===== src/verilog/fpio_pkg.sv =====
package fpio_pkg;

  // ----------------------------------------------------------------
  // Register file addresses and widths
  // ----------------------------------------------------------------
  localparam int unsigned ADDR_W          = 5;
  localparam int unsigned DATA_W          = 8;
  localparam int unsigned LINES           = 4;
  localparam logic [4:0]  STATUS_FLAGS_ADDR = 5'h03;
  localparam logic [4:0]  PORT_PINS_ADDR    = 5'h06;

  // ----------------------------------------------------------------
  // Field positions
  // ----------------------------------------------------------------
  localparam int unsigned PIN_WAKE_FLAG_BIT = 7;
  localparam int unsigned CMP_WAKE_FLAG_BIT = 6;
  localparam int unsigned WAKE_DISABLE_BIT  = 7;
  localparam int unsigned PULLUP_DISABLE_BIT = 6;
  localparam int unsigned TIMER_SRC_BIT     = 5;
  localparam int unsigned LINE_ZERO         = 0;
  localparam int unsigned LINE_ONE          = 1;
  localparam int unsigned LINE_TWO          = 2;
  localparam int unsigned LINE_THREE        = 3;

  // ----------------------------------------------------------------
  // Values after reset
  // ----------------------------------------------------------------
  localparam logic [3:0]  PIN_DIRECTION_RST = 4'hf;
  localparam logic [7:0]  OPTION_CONFIG_RST = 8'hff;
  localparam logic [3:0]  UNUSED_HIGH_BITS  = 4'h0;

  // ----------------------------------------------------------------
  // Carriers
  // ----------------------------------------------------------------
  // Plain register access from the core
  typedef struct packed {
    logic             rd;
    logic             wr;
    logic [4:0]       addr;
    logic [7:0]       wdata;
  } fpio_bus_req_type;

  // Port-specific instructions; acc is the working accumulator
  typedef struct packed {
    logic             direction_load;
    logic             option_load;
    logic             bit_set_instr;
    logic             bit_clear_instr;
    logic [2:0]       bit_sel;
    logic [7:0]       acc;
  } fpio_instr_type;

  // Alternate functions sharing the lines
  typedef struct packed {
    logic             cmp_inputs_en;
    logic             cmp_out_en;
    logic             comparator_result_out;
    logic             osc_out_en;
    logic             osc_quarter_out;
    logic             master_clear_en;
  } fpio_alt_type;

  // Why the last reset happened
  typedef struct packed {
    logic             wake_pin;
    logic             wake_cmp;
  } fpio_cause_type;

endpackage


===== src/verilog/fpio_pin_mux.sv =====
`timescale 1ns/1ps
module fpio_pin_mux
  import fpio_pkg::*;
#(
  parameter int unsigned N = 4
) (
  input  wire logic [N-1:0]          latch,
  input  wire logic [N-1:0]          dir,
  input  wire logic                  timer_ext_sel,
  input  wire fpio_pkg::fpio_alt_type alt,
  output logic      [N-1:0]          pin_out,
  output logic      [N-1:0]          pin_oe
);

  // ----------------------------------------------------------------
  // Per-line ownership, highest priority first
  // ----------------------------------------------------------------
  genvar i;
  generate
    for (i = 0; i < N; i++) begin : g_line
      always_comb begin
        pin_out[i] = latch[i];
        pin_oe[i]  = ~dir[i];
        if (i == LINE_THREE) begin
          pin_oe[i] = 1'b0;                      // input only
        end else if (i == LINE_TWO) begin
          if (alt.osc_out_en) begin
            pin_out[i] = alt.osc_quarter_out;
            pin_oe[i]  = 1'b1;
          end else if (alt.cmp_out_en) begin
            pin_out[i] = alt.comparator_result_out;
            pin_oe[i]  = 1'b1;
          end else if (timer_ext_sel) begin
            pin_oe[i]  = 1'b0;                   // timer clock in
          end
        end else if (alt.cmp_inputs_en) begin
          pin_oe[i] = 1'b0;                      // comparator inputs
        end
      end
    end
  endgenerate

endmodule


===== src/verilog/fpio_wake_detect.sv =====
`timescale 1ns/1ps
module fpio_wake_detect
  import fpio_pkg::*;
#(
  parameter int unsigned N = 4
) (
  input  wire logic         clk,
  input  wire logic         rstn,
  input  wire logic [N-1:0] pins,
  input  wire logic         snap,
  input  wire logic [N-1:0] mask,
  output logic              change
);

  logic [N-1:0] last_read;

  // ----------------------------------------------------------------
  // Reference levels taken at each port read
  // ----------------------------------------------------------------
  // Change is judged against what software last saw, not last cycle
  always_ff @(posedge clk or negedge rstn) begin
    if (!rstn) begin
      last_read <= '0;
    end else if (snap) begin
      last_read <= pins;
    end
  end

  // Any enabled line that differs asks for wake
  assign change = |((pins ^ last_read) & mask);

endmodule


===== src/verilog/fpio_port.sv =====
`timescale 1ns/1ps
// Overview of operation
// - Port reads return pin levels, never output latch contents.
// - Every reset sets all direction bits: all lines become inputs.
// - Port register is eight bits; upper four read as zero.
// - Line three is input only; its direction bit does nothing.
// - Lines zero, one, three share one pull-up and one wake control.
// - Master clear on line three: pull-up forced on, its wake off.
// - Direction loads only by direction_load from accumulator; not readable.
// - Direction one floats the driver; zero drives the latch value.
// - Fixed pin priority: oscillator, comparator, timer clock, direction.
// - Inputs unlatched, sampled at read; output latches hold until written.
// - Lines zero to two each have an independent direction bit.
// - Status bit 7 set after pin-change wake reset, else cleared.
// - Status bit 6 set after comparator wake reset, else cleared.
// - Bit set/clear read all pins, modify one, write all latches.
// - Output latches unknown at power-on, kept across other resets.
// - Writes land at cycle end; reads sample at cycle start.
// - Oscillator-output control puts clock over four on line two.
module fpio_port
  import fpio_pkg::*;
#(
  parameter int unsigned N = LINES
) (
  input  wire logic                      clk,
  input  wire logic                      rstn,
  input  wire fpio_pkg::fpio_bus_req_type bus_req,
  input  wire fpio_pkg::fpio_instr_type   instr,
  input  wire fpio_pkg::fpio_alt_type     alt,
  input  wire fpio_pkg::fpio_cause_type   cause,
  input  wire logic      [N-1:0]         pin_in,
  output logic           [N-1:0]         pin_out,
  output logic           [N-1:0]         pin_oe,
  output logic           [N-1:0]         pullup_en,
  output logic           [7:0]           rd_data,
  output logic                           rd_valid,
  output logic           [7:0]           option_out,
  output logic                           timer_ext_clock_in,
  output logic                           pin_change_wake
);
  import fpio_pkg::*;

  // ----------------------------------------------------------------
  // State
  // ----------------------------------------------------------------
  logic [N-1:0] out_latch;
  logic [N-1:0] pin_direction;
  logic [7:0]   option_config;
  logic         pin_wake_flag;
  logic         comparator_wake_flag;
  logic         cause_taken;
  logic [N-1:0] next_latch;
  logic         latch_load;
  logic [N-1:0] wake_mask;
  logic [N-1:0] rmw_image;
  logic         port_read;
  logic         port_write;
  logic         status_write;
  logic         status_read;
  logic         pullup_on;
  logic         wake_on;
  logic         timer_ext_sel;

  // ----------------------------------------------------------------
  // Address decode
  // ----------------------------------------------------------------
  assign port_read    = bus_req.rd && (bus_req.addr == PORT_PINS_ADDR);
  assign port_write   = bus_req.wr && (bus_req.addr == PORT_PINS_ADDR);
  assign status_read  = bus_req.rd && (bus_req.addr == STATUS_FLAGS_ADDR);
  assign status_write = bus_req.wr && (bus_req.addr == STATUS_FLAGS_ADDR);

  // ----------------------------------------------------------------
  // Direction register
  // ----------------------------------------------------------------
  // Only the dedicated instruction reaches it; no read path exists
  always_ff @(posedge clk or negedge rstn) begin
    if (!rstn) begin
      pin_direction <= PIN_DIRECTION_RST;
    end else if (instr.direction_load) begin
      pin_direction <= instr.acc[N-1:0];
    end
  end

  // ----------------------------------------------------------------
  // Option register
  // ----------------------------------------------------------------
  always_ff @(posedge clk or negedge rstn) begin
    if (!rstn) begin
      option_config <= OPTION_CONFIG_RST;
    end else if (instr.option_load) begin
      option_config <= instr.acc;
    end
  end

  assign option_out = option_config;
  // Active-low shared enables
  assign pullup_on  = ~option_config[PULLUP_DISABLE_BIT];
  assign wake_on    = ~option_config[WAKE_DISABLE_BIT];
  assign timer_ext_sel = option_config[TIMER_SRC_BIT];

  // ----------------------------------------------------------------
  // Output latches
  // ----------------------------------------------------------------
  // Read-modify-write image: pins as they stand, one bit changed
  always_comb begin
    rmw_image = pin_in;
    if (instr.bit_sel < 3'(N)) begin
      rmw_image[instr.bit_sel[1:0]] = instr.bit_set_instr;
    end
  end

  // Plain write beats bit op if both arrive together
  always_comb begin
    latch_load = 1'b1;
    next_latch = out_latch;
    if (port_write) begin
      next_latch = bus_req.wdata[N-1:0];
    end else if (instr.bit_set_instr || instr.bit_clear_instr) begin
      next_latch = rmw_image;
    end else begin
      latch_load = 1'b0;
    end
  end

  // No reset on purpose: latches survive warm resets
  // Write takes effect at the edge closing the cycle
  always_ff @(posedge clk) begin
    if (latch_load) begin
      out_latch <= next_latch;
    end
  end

  // ----------------------------------------------------------------
  // Wake cause flags
  // ----------------------------------------------------------------
  // Cause is a port level, so it is caught on the first edge after release
  always_ff @(posedge clk or negedge rstn) begin
    if (!rstn) begin
      cause_taken <= 1'b0;
    end else begin
      cause_taken <= 1'b1;
    end
  end

  // Capture wins over a software write in the same cycle
  always_ff @(posedge clk or negedge rstn) begin
    if (!rstn) begin
      pin_wake_flag <= 1'b0;
    end else if (!cause_taken) begin
      pin_wake_flag <= cause.wake_pin;
    end else if (status_write) begin
      pin_wake_flag <= bus_req.wdata[PIN_WAKE_FLAG_BIT];
    end
  end

  always_ff @(posedge clk or negedge rstn) begin
    if (!rstn) begin
      comparator_wake_flag <= 1'b0;
    end else if (!cause_taken) begin
      comparator_wake_flag <= cause.wake_cmp;
    end else if (status_write) begin
      comparator_wake_flag <= bus_req.wdata[CMP_WAKE_FLAG_BIT];
    end
  end

  // ----------------------------------------------------------------
  // Read path
  // ----------------------------------------------------------------
  // Pins are sampled at the edge that opens the read; no input latch
  always_ff @(posedge clk or negedge rstn) begin
    if (!rstn) begin
      rd_data <= 8'h00;
    end else if (port_read) begin
      rd_data <= {UNUSED_HIGH_BITS, pin_in};
    end else if (status_read) begin
      rd_data <= {pin_wake_flag, comparator_wake_flag, 6'h00};
    end else if (bus_req.rd) begin
      rd_data <= 8'h00;
    end
  end

  always_ff @(posedge clk or negedge rstn) begin
    if (!rstn) begin
      rd_valid <= 1'b0;
    end else begin
      rd_valid <= bus_req.rd;
    end
  end

  // ----------------------------------------------------------------
  // Pull-ups and wake mask
  // ----------------------------------------------------------------
  // One shared switch for lines zero, one and three
  always_comb begin
    pullup_en = '0;
    wake_mask = '0;
    pullup_en[LINE_ZERO]  = pullup_on;
    pullup_en[LINE_ONE]   = pullup_on;
    pullup_en[LINE_THREE] = pullup_on || alt.master_clear_en;
    wake_mask[LINE_ZERO]  = wake_on;
    wake_mask[LINE_ONE]   = wake_on;
    wake_mask[LINE_THREE] = wake_on && !alt.master_clear_en;
  end

  fpio_wake_detect #(
    .N      (N)
  ) u_wake (
    .clk    (clk),
    .rstn   (rstn),
    .pins   (pin_in),
    .snap   (port_read),
    .mask   (wake_mask),
    .change (pin_change_wake)
  );

  // ----------------------------------------------------------------
  // Pin drivers
  // ----------------------------------------------------------------
  // Direction bit of line three is stored but never used
  fpio_pin_mux #(
    .N             (N)
  ) u_mux (
    .latch         (out_latch),
    .dir           (pin_direction),
    .timer_ext_sel (timer_ext_sel),
    .alt           (alt),
    .pin_out       (pin_out),
    .pin_oe        (pin_oe)                       // driver state visible
  );

  // Timer clock comes from line two's pin level
  assign timer_ext_clock_in = timer_ext_sel && pin_in[LINE_TWO];

endmodule


===== config.mk =====
export PLATFORM = sky130hd
export DESIGN_NAME = fpio_port
export DESIGN_NICKNAME = d
export VERILOG_FILES = /design/src/verilog/fpio_pkg.sv /design/src/verilog/fpio_pin_mux.sv /design/src/verilog/fpio_wake_detect.sv /design/src/verilog/fpio_port.sv
export SDC_FILE = /design/constraint.sdc
export NUM_CORES = 1
export LEC_CHECK = 0
export BUFFER_PORTS_ARGS = -buffer_cell sky130_fd_sc_hd__clkbuf_2
export CAP_MARGIN = 25
export CELL_PAD_IN_SITES_DETAIL_PLACEMENT = 0
export CELL_PAD_IN_SITES_GLOBAL_PLACEMENT = 1
export CORE_MARGIN = 1
export CORE_UTILIZATION = 36
export CTS_BUF_LIST = sky130_fd_sc_hd__clkbuf_2
export DETAILED_ROUTE_END_ITERATION = 10
export HOLD_SLACK_MARGIN = 0.05
export MAX_ROUTING_LAYER = met4
export PLACE_DENSITY = 0.92
export SKIP_CTS_REPAIR_TIMING = 1
export SLEW_MARGIN = 20
export SYNTH_ARGS = -nofsm -noshare
export SYNTH_HDL_FRONTEND = slang
export SYNTH_SLANG_ARGS = --single-unit

===== constraint.sdc =====
create_clock -name clk -period 2.4 [get_ports clk]
set_input_delay 0.24 -clock clk [delete_from_list [all_inputs] [get_ports clk]]
set_output_delay 0.24 -clock clk [all_outputs]
set_load 0.03 [all_outputs]

; ---- Word level (Yosys, flattened, before mapping)
; Index checks and enable logic that the tools add are counted.
[totals]
register_bits = 31
in_bits = 44
output_inout_bits = 31
wordCells = 58
[classes]
order_cmp = 3
n_eq_ne = 3
muxes = 22
bitwise_logic = 7
n_reduce_logical = 14
[op_table]
columns = operator, count
row1 = 8-bit 2-to-1 mux, 3
row2 = 1-bit 2-to-1 mux, 14
row3 = 4-bit 2-to-1 mux, 3
row4 = 1-bit logical AND, 7
row5 = 5-bit by 2-bit == test with 1-bit output (second input constant), 1
row6 = 5-bit by 3-bit == test with 1-bit output (second input constant), 1
row7 = 1-bit NOT, 5
row8 = 4-bit AND, 1
row9 = 4-bit bitwise mux, 1
row10 = 4-bit OR reduction, 1
row11 = 4-bit XOR, 1
row12 = 2-bit by 3-bit < comparator with 1-bit output (second input constant), 1
row13 = 3-bit < comparator (second input constant), 1
row14 = 3-bit nonzero test, 1
row15 = 1-bit demux with 2-bit select, 1
row16 = 2-bit by 1-bit >= comparator with 1-bit output (second input constant), 1
row17 = 1-bit logical OR, 2
row18 = 2-bit by 1-bit inequality test with 1-bit output (second input constant), 1
row19 = 2-bit AND reduction, 1
row20 = 2-bit nonzero test, 1
row21 = 1-bit zero test, 1

; ---- Depth between registers and ports, before layout
; Gate-level depths: netlist (run 1).
[logic_depth]
ltp_word = 8
mapped_depth = 3
ltp_nobuf = 3

; ---- Hierarchy
; A second synthesis (run 1) with hierarchy kept.
[hier_totals]
cells_unflattened = 116
area_unflattened_um2 = 1478.9
[by_module_without_submodules]
columns = module, n_inst, cells_each, area_each_um2, seq_area_each_um2
row1 = fpio_port, 1, 89, 1211.2, 685.7
row2 = fpio_wake_detect, 1, 15, 198.9, 100.1
row3 = fpio_pin_mux, 1, 12, 68.8, 0.0

; ---- Worst setup path before layout (run 1)
; OpenSTA, ideal clock, no wires.
[synth_timing]
path_kind = register to output
start = reg u_wake.last_read[3]
end = out pin_change_wake
arrival_time_ns = 1.087
t_required_ns = 2.160
path_slack_ns = 1.073
stages_incl_launch_ff = 4
path_buffers = 0
path_cell_list = dfrtp_1 -> xor2_1 -> nand2b_1 -> a31oi_1
[synth_via]
elab_chain_cells = 3
[synth_lines]
columns = element, line_no
row1 = start: declaration, fpio_wake_detect.sv:15  ; logic [N-1:0] last_read;
row2 = start signal: assignment, fpio_wake_detect.sv:25  ; last_read <= pins;
row3 = 4-bit XOR, fpio_wake_detect.sv:30  ; assign change = |((pins ^ last_read) & mask);
row4 = 4-bit AND, fpio_wake_detect.sv:30
row5 = 4-bit OR reduction, fpio_wake_detect.sv:30
row6 = end: declaration, fpio_port.sv:39  ; output logic pin_change_wake
; No other way between the ends.

; ---- Final worst setup path (run 1)
; Ends and elaborated chain as after synthesis.

==> out/metrics.csv, run 1 <==
stage,metric,value,unit
run_status,status,"complete, no violations",
pwr,PD cells,555,nW/um2
place,area post-placement,1700,um2
worst_setup_path,Worst Path Buf+Inv,1,
timing,Fin Setup TNS,0,ns
detailed_routing,ANT nets after route,0,
place,IO Port Bufs,68,
timing,Hold Slack,0.101,ns
worst_setup_path,Critical Path RT,2.16,ns
cts,CTS Buffer Depth,2,
cells_and_area,Layout Cells excl Fill,229,
cells_and_area,Multi-input gate area,544,um2
place,dpl cells,220,
detailed_routing,Wirelength per Cell,11.0,um
timing,Rel. slew slack,62.0,%
yosys,Mapped Avg Cell Area,12.2,um2
worst_setup_path,CP top delay family,flip-flops,
global_routing,initial antenna violation count,0,
cells_and_area,layout cells sized above 1,58.6,%
yosys,register area share after synthesis,53.7,%
worst_setup_path,Critical Path End Type,output port,
run,max-capacitance violation count,0,
timing,Slew Limit Fails,0,
die,Die ar.,4050,um2
yosys,Yosys reg bits,28,
yosys,synthesized area,1370,um2
yosys,Synth area leader,dfrtp_1,
cells_and_area,final core utilization,48.4,%
worst_setup_path,Crit-path slowest cell,dfrtp_1,
cts,# clock sinks,28,
global_routing,first-pass GRT wire length,4070,um
place,Setup WS pre-CTS,0.958,ns
timing,worst setup slack after layout,0.801,ns
cts,later-pin clock latency in the skew report,0.33,ns
detailed_routing,vias post-DR,1031,
detailed_routing,residual DRC count,0,
cts,Root Driver,clkbuf_2,
die,Initial Utilization,37.4,%
timing,Fmax achieved,625,MHz
pwr,total power,0.984,mW
timing,Tmin final,1.60,ns
global_routing,GRT Total Usage,13.3,%
hold_path,Hold WC Path Type,input port to flip-flop,
cts,TritonCTS clock tree,built,
yosys,YS warnings,0,
timing,Clock Skew,0.000378,ns
pwr,leak pwr,0.868,nW
die,Die Wd,63.7,um
timing,Final Hold Fails,0,
cells_and_area,Area Overhead vs Synth,29.4,%
global_routing,vias in the first global route,929,
cts,H-tree Lvls,1,
die,Site Rows,22,
worst_setup_path,crit path launch type,flip-flop,
cells_and_area,fillers,356,
yosys,count of different cell masters after synthesis,28,
cts,total CTS buffers,3,
detailed_routing,DRT iter0 DRCs,21,
worst_setup_path,crit-path cells,xor2_1 > nand2b_1 > a31oi_1 > clkbuf_2,
yosys,top-area cell type share of the netlist area,23.8,%
die,CORE AREA,3660,um2
pwr,worst ir drop on vdd,0.291,mV
cells_and_area,final instance area,1770,um2
timing,Tcrit/Tclk final,66.6,%
cells_and_area,Inserted Diodes,0,
timing,final setup vio count,0,
cells_and_area,Final nets,226,
detailed_routing,first drt pass iteration count,4,
worst_setup_path,CP arrival,1.36,ns
worst_setup_path,kind of critical path,flip-flop to output port,
timing,RSZ-0062 raised after global routing,false,
yosys,Syn Inst Count,112,
cts,Worst-path clk slew,0.25,ns
worst_setup_path,CP max FO,2,
place,placed wire-length estimate,2040,um
die,Die H,63.7,um
yosys,"top cells by area, synth","dfrtp_1 (24%), dfstp_2 (21%), mux2_2 (17%), edfxtp_1 (8.8%), buf_4 (5.5%)",
global_routing,largest net degree at the start of global routing,25,
place,Final GP Congestion,0.759,
global_routing,GRT Residual Overflow,0,
detailed_routing,drt total wl,2510,um
cells_and_area,Sequential Area,734,um2
detailed_routing,vias per std cell,4.50,
timing,slew at the pin closest to its max-slew limit,0.570,ns
die,I/O pin total,75,
worst_setup_path,max incr delay on CP,0.44,ns
[tightest hold or removal path: cells and delay by family]
family / cells / cell delay, ns
buf+inv: 2 / 0.16
compound gates: 1 / 0.06
[report_power, final]
group	switching, mW	internal, mW	leakage [nW]
Clock	0.127	0.0440	0.0166
Sequential	0.0210	0.539	0.324
Combinational	0.150	0.103	0.527
[final cells by class]
type	instances	share of cell area, %
flip-flops and latches	28	41.5
multi-input cells	70	30.7
repair buffers	73	22.0
well taps	48	3.39
inverters	6	1.27
clock buffers	4	1.13
[state kept, by name, indices dropped and copies added, names as in the netlist]
register and cells:
cause_taken 1, comparator_wake_flag 1, option_out 8, out_latch 4, pin_direction 3, pin_wake_flag 1, rd_data 6, rd_valid 1
u_wake.last_read 3
[cell usage in the layout, fill, tap and decap left out]
master | Yosys | routed
nand2_1 | 4 | 4
a31oi_1 | 3 | 3
o21ai_0 | 5 | 5
a22o_1 | 2 | 2
dlygate4sd3_1 | 0 | 5
nand3b_2 | 1 | 1
xnor2_1 | 2 | 2
nand4bb_1 | 1 | 1
nand3b_1 | 1 | 1
nand3_1 | 2 | 2
and2_1 | 1 | 1
nor3b_1 | 2 | 2
inv_1 | 6 | 6
o2bb2ai_1 | 4 | 4
edfxtp_1 | 4 | 4
nor2_1 | 6 | 6
nor4bb_1 | 1 | 1
nor2b_1 | 1 | 1
nand2b_1 | 3 | 3
and4bb_2 | 1 | 1
dfrtp_1 | 13 | 13
clkbuf_2 | 0 | 72
conb_1 | 2 | 5
dfstp_2 | 11 | 11
nor3_1 | 2 | 2
xor2_1 | 1 | 1
mux2_2 | 21 | 21
mux2i_1 | 1 | 1
[cell families after synthesis]
group | count (synthesis) | share of synthesized area (%)
simple gates | 26 | 11.4
other cells | 2 | 0.549
xor+xnor | 3 | 1.92
mux | 22 | 18.0
flops | 28 | 53.7
compound gates | 14 | 7.04
buf+inv | 17 | 7.40
[cell usage after synthesis]
cell type  count
nand4bb_1      1
o21ai_0        5
xnor2_1        2
conb_1         2
nor2_1         6
buf_4         10
nor4bb_1       1
and4bb_2       1
o2bb2ai_1      4
and2_1         1
inv_1          6
nor3_1         2
dfstp_2       11
a31oi_1        3
nand3b_1       1
edfxtp_1       4
nor2b_1        1
dfrtp_1       13
xor2_1         1
mux2_2        21
clkbuf_1       1
nor3b_1        2
nand3b_2       1
nand2b_1       3
nand3_1        2
a22o_1         2
mux2i_1        1
nand2_1        4
[routing by layer]
layer  share of wire, %  track usage (%)
met3                4.7             1.63
met1                 46             16.1
met5                  0                -
met2                 49             21.5
met4               0.84             7.39
[final timing paths]
path	from	endpoint	cells past startpoint	slack (ns)
max	u_wake.last_read[3]	pin_change_wake	4	0.80
min	pin_in[2]	rd_data[2]	3	0.10
max reg2reg	option_out[6]	option_out[6]	2	1.52
min reg2reg	pin_wake_flag	rd_data[7]	1	0.52
max in group asynchronous	rstn	option_out[0]	2	1.63
min in group asynchronous	rstn	rd_data[2]	2	0.36
Note: power is estimated with default switching activity, not from simulation.
==> inputs of run 2 (changes only) <==
--- a/config.mk
+++ b/config.mk
@@ -5,17 +5,18 @@
 export SDC_FILE = /design/constraint.sdc
 export NUM_CORES = 1
 export LEC_CHECK = 0
+export ABC_AREA = 1
 export BUFFER_PORTS_ARGS = -buffer_cell sky130_fd_sc_hd__clkbuf_2
 export CAP_MARGIN = 25
 export CELL_PAD_IN_SITES_DETAIL_PLACEMENT = 0
 export CELL_PAD_IN_SITES_GLOBAL_PLACEMENT = 1
 export CORE_MARGIN = 1
-export CORE_UTILIZATION = 36
+export CORE_UTILIZATION = 29
 export CTS_BUF_LIST = sky130_fd_sc_hd__clkbuf_2
 export DETAILED_ROUTE_END_ITERATION = 10
 export HOLD_SLACK_MARGIN = 0.05
 export MAX_ROUTING_LAYER = met4
-export PLACE_DENSITY = 0.92
+export PLACE_DENSITY = 0.83
 export SKIP_CTS_REPAIR_TIMING = 1
 export SLEW_MARGIN = 20
 export SYNTH_ARGS = -nofsm -noshare
==> constraint.sdc (replaced) <==
create_clock -name clk -period 1.3 [get_ports clk]
set_input_delay 0.13 -clock clk [delete_from_list [all_inputs] [get_ports clk]]
set_output_delay 0.13 -clock clk [all_outputs]
set_load 0.03 [all_outputs]
==> run 2 against run 1 <==
The run now ends with setup timing left. Die area up 27%. Wire length up 30%. Hold slack worse by 0.039 ns. Worst setup slack worse by 0.95 ns. Global-route usage down 1.0 points. Sequential power up 86%. Flip-flop and latch count unchanged. Cell count up 27%. Critical endpoint unchanged. Largest cell class unchanged.
==> out/metrics.csv, run 2 <==
stage,metric,value,unit
run_status,status,"finished, violations left",
run_status,failing checks,setup timing,
timing,worst setup slack after layout,-0.153,ns
global_routing,GRT Total Usage,12.3,%
timing,Fmax achieved,688,MHz
global_routing,GRT Residual Overflow,0,
timing,Tcrit/Tclk final,112,%
die,Die Wd,71.7,um
global_routing,first-pass GRT wire length,4890,um
yosys,Yosys reg bits,28,
cells_and_area,number of flip-flops under the largest register name,8,
cts,Worst-path clk slew,0.24,ns
detailed_routing,residual DRC count,0,
detailed_routing,drt total wl,3270,um
yosys,count of different cell masters after synthesis,22,
timing,Final Hold Fails,0,
worst_setup_path,CP max FO,3,
detailed_routing,ANT nets after route,0,
run,max-capacitance violation count,0,
worst_setup_path,kind of critical path,flip-flop to output port,
yosys,register area share after synthesis,52.1,%
cells_and_area,final core utilization,45.4,%
cts,total CTS buffers,3,
cells_and_area,Final nets,283,
pwr,PD cells,941,nW/um2
die,I/O pin total,75,
die,Initial Utilization,31.3,%
yosys,Synth area leader,dfrtp_1,
timing,Slew Limit Fails,0,
global_routing,vias in the first global route,1135,
place,Final GP Congestion,0.739,
cts,# clock sinks,28,
global_routing,largest net degree at the start of global routing,25,
timing,Fin Setup TNS,-0.207,ns
cts,H-tree Lvls,1,
detailed_routing,DRT iter0 DRCs,39,
timing,final setup vio count,3,
yosys,top-area cell type share of the netlist area,23.1,%
timing,slew at the pin closest to its max-slew limit,0.583,ns
yosys,YS warnings,0,
detailed_routing,Wirelength per Cell,11.3,um
detailed_routing,first drt pass iteration count,4,
cells_and_area,Inserted Diodes,0,
yosys,Syn Inst Count,153,
timing,Rel. slew slack,61.1,%
cells_and_area,final instance area,2040,um2
yosys,"Async S/R FF share, synth",85.7,%
yosys,Mapped Avg Cell Area,9.21,um2
timing,Tmin final,1.45,ns
cells_and_area,fillers,449,
die,Site Rows,24,
place,placed wire-length estimate,2440,um
worst_setup_path,Critical Path End Type,output port,
yosys,most common cell in the netlist,nand2_1,
yosys,Post-synth top flop,dfrtp_1,
cells_and_area,"commonest non-fill, non-tap cell in the layout",clkbuf_2,
worst_setup_path,crit path launch type,flip-flop,
pwr,total power,1.92,mW
timing,Clock Skew,0.000403,ns
yosys,Post-synth top cells,"nand2_1 (44), dfrtp_1 (13), inv_1 (12)",
place,IO Port Bufs,68,
cells_and_area,Area Overhead vs Synth,45.0,%
cts,CTS Buffer Depth,2,
pwr,worst ir drop on vdd,0.529,mV
cts,Root Driver,clkbuf_2,
hold_path,Hold WC Path Type,input port to flip-flop,
timing,Hold Slack,0.0621,ns
cells_and_area,most frequent cells in the layout,"clkbuf_2 (54), nand2_1 (43), dlygate4sd3_1 (16)",
timing,RSZ-0062 raised after global routing,true,
cts,later-pin clock latency in the skew report,0.35,ns
yosys,"top cells by area, synth","dfrtp_1 (23%), dfstp_2 (21%), nand2_1 (12%), edfxtp_1 (8.5%), mux2_1 (8.0%)",
global_routing,initial antenna violation count,0,
yosys,synthesized area,1410,um2
die,CORE AREA,4500,um2
yosys,"EDFF count, synth",4,
detailed_routing,vias per std cell,4.35,
die,Die ar.,5140,um2
place,area post-placement,1760,um2
pwr,leak pwr,1.08,nW
cells_and_area,layout cells sized above 1,41.2,%
cts,TritonCTS clock tree,built,
die,Die H,71.7,um
detailed_routing,vias post-DR,1261,
worst_setup_path,Critical Path RT,1.17,ns
worst_setup_path,CP arrival,1.32,ns
run 2: worst max-delay path, cell delays in order, from the launching register on:
cell and delay, ns:
dfrtp_1 0.45, a21oi_1 0.14, o21ai_1 0.07, a21oi_1 0.14, buf_4 0.18
run 2: layer usage:
layer  GRT usage (%)  part of all wire, %  vias up
met5               -                    0        -
li1                -                    -      656
met1            15.5                   44      564
met3            3.94                  5.7        2
met2            19.8                   49       39
met4            1.96                 0.58        0
run 2: kinds of logic after synthesis:
group	count (synthesis)	share of synthesized area (%)
AO/OA/AOI/OAI	14	5.24
XOR/XNOR	2	1.24
buffers and inverters	26	9.68
flip-flops	28	52.1
multiplexers	10	7.99
other	2	0.533
AND/OR/NAND/NOR	71	23.2
run 2: stage by stage:
| stage | cells | worst slack, ns |
|---|---|---|
| 6_report | 290 | -0.153 |
| 2_1_floorplan | 156 | 0.0890 |
| 3_3_place_gp | 267 | 0.215 |
| 4_1_cts | 271 | -0.233 |
| 3_5_place_dp | 267 | 0.216 |
| 5_1_grt | 290 | -0.294 |
run 2: layout make-up:
cell class	instances	area [um2]	area share, %
repair buffers	89	612	29.9
inverters	15	56.3	2.76
flip-flops and latches	28	734	35.9
multi-input cells	102	557	27.3
clock inverters	1	3.75	0.184
well taps	52	65.1	3.18
clock buffers	3	15.0	0.735
run 2: power by group:
part / switching, mW / internal (mW) / leakage (nW)
combinational: 0.320 / 0.247 / 0.744
clock: 0.244 / 0.0668 / 0.0140
sequential: 0.0480 / 0.996 / 0.327
run 2: path summary, 6_finish.rpt:
| kind | start | to | slack, ns | cells past startpoint |
|---|---|---|---|---|
| worst max-delay path | u_wake.last_read[3] | pin_change_wake | -0.15 | 4 |
| worst min-delay path | bus_req[6] | comparator_wake_flag | 0.06 | 5 |
| worst max register to register | option_out[6] | option_out[6] | 0.33 | 3 |
| worst min register to register | rd_data[7] | rd_data[7] | 0.53 | 2 |
| max in group asynchronous | rstn | option_out[5] | 0.66 | 2 |
| min in group asynchronous | rstn | cause_taken | 0.26 | 2 |
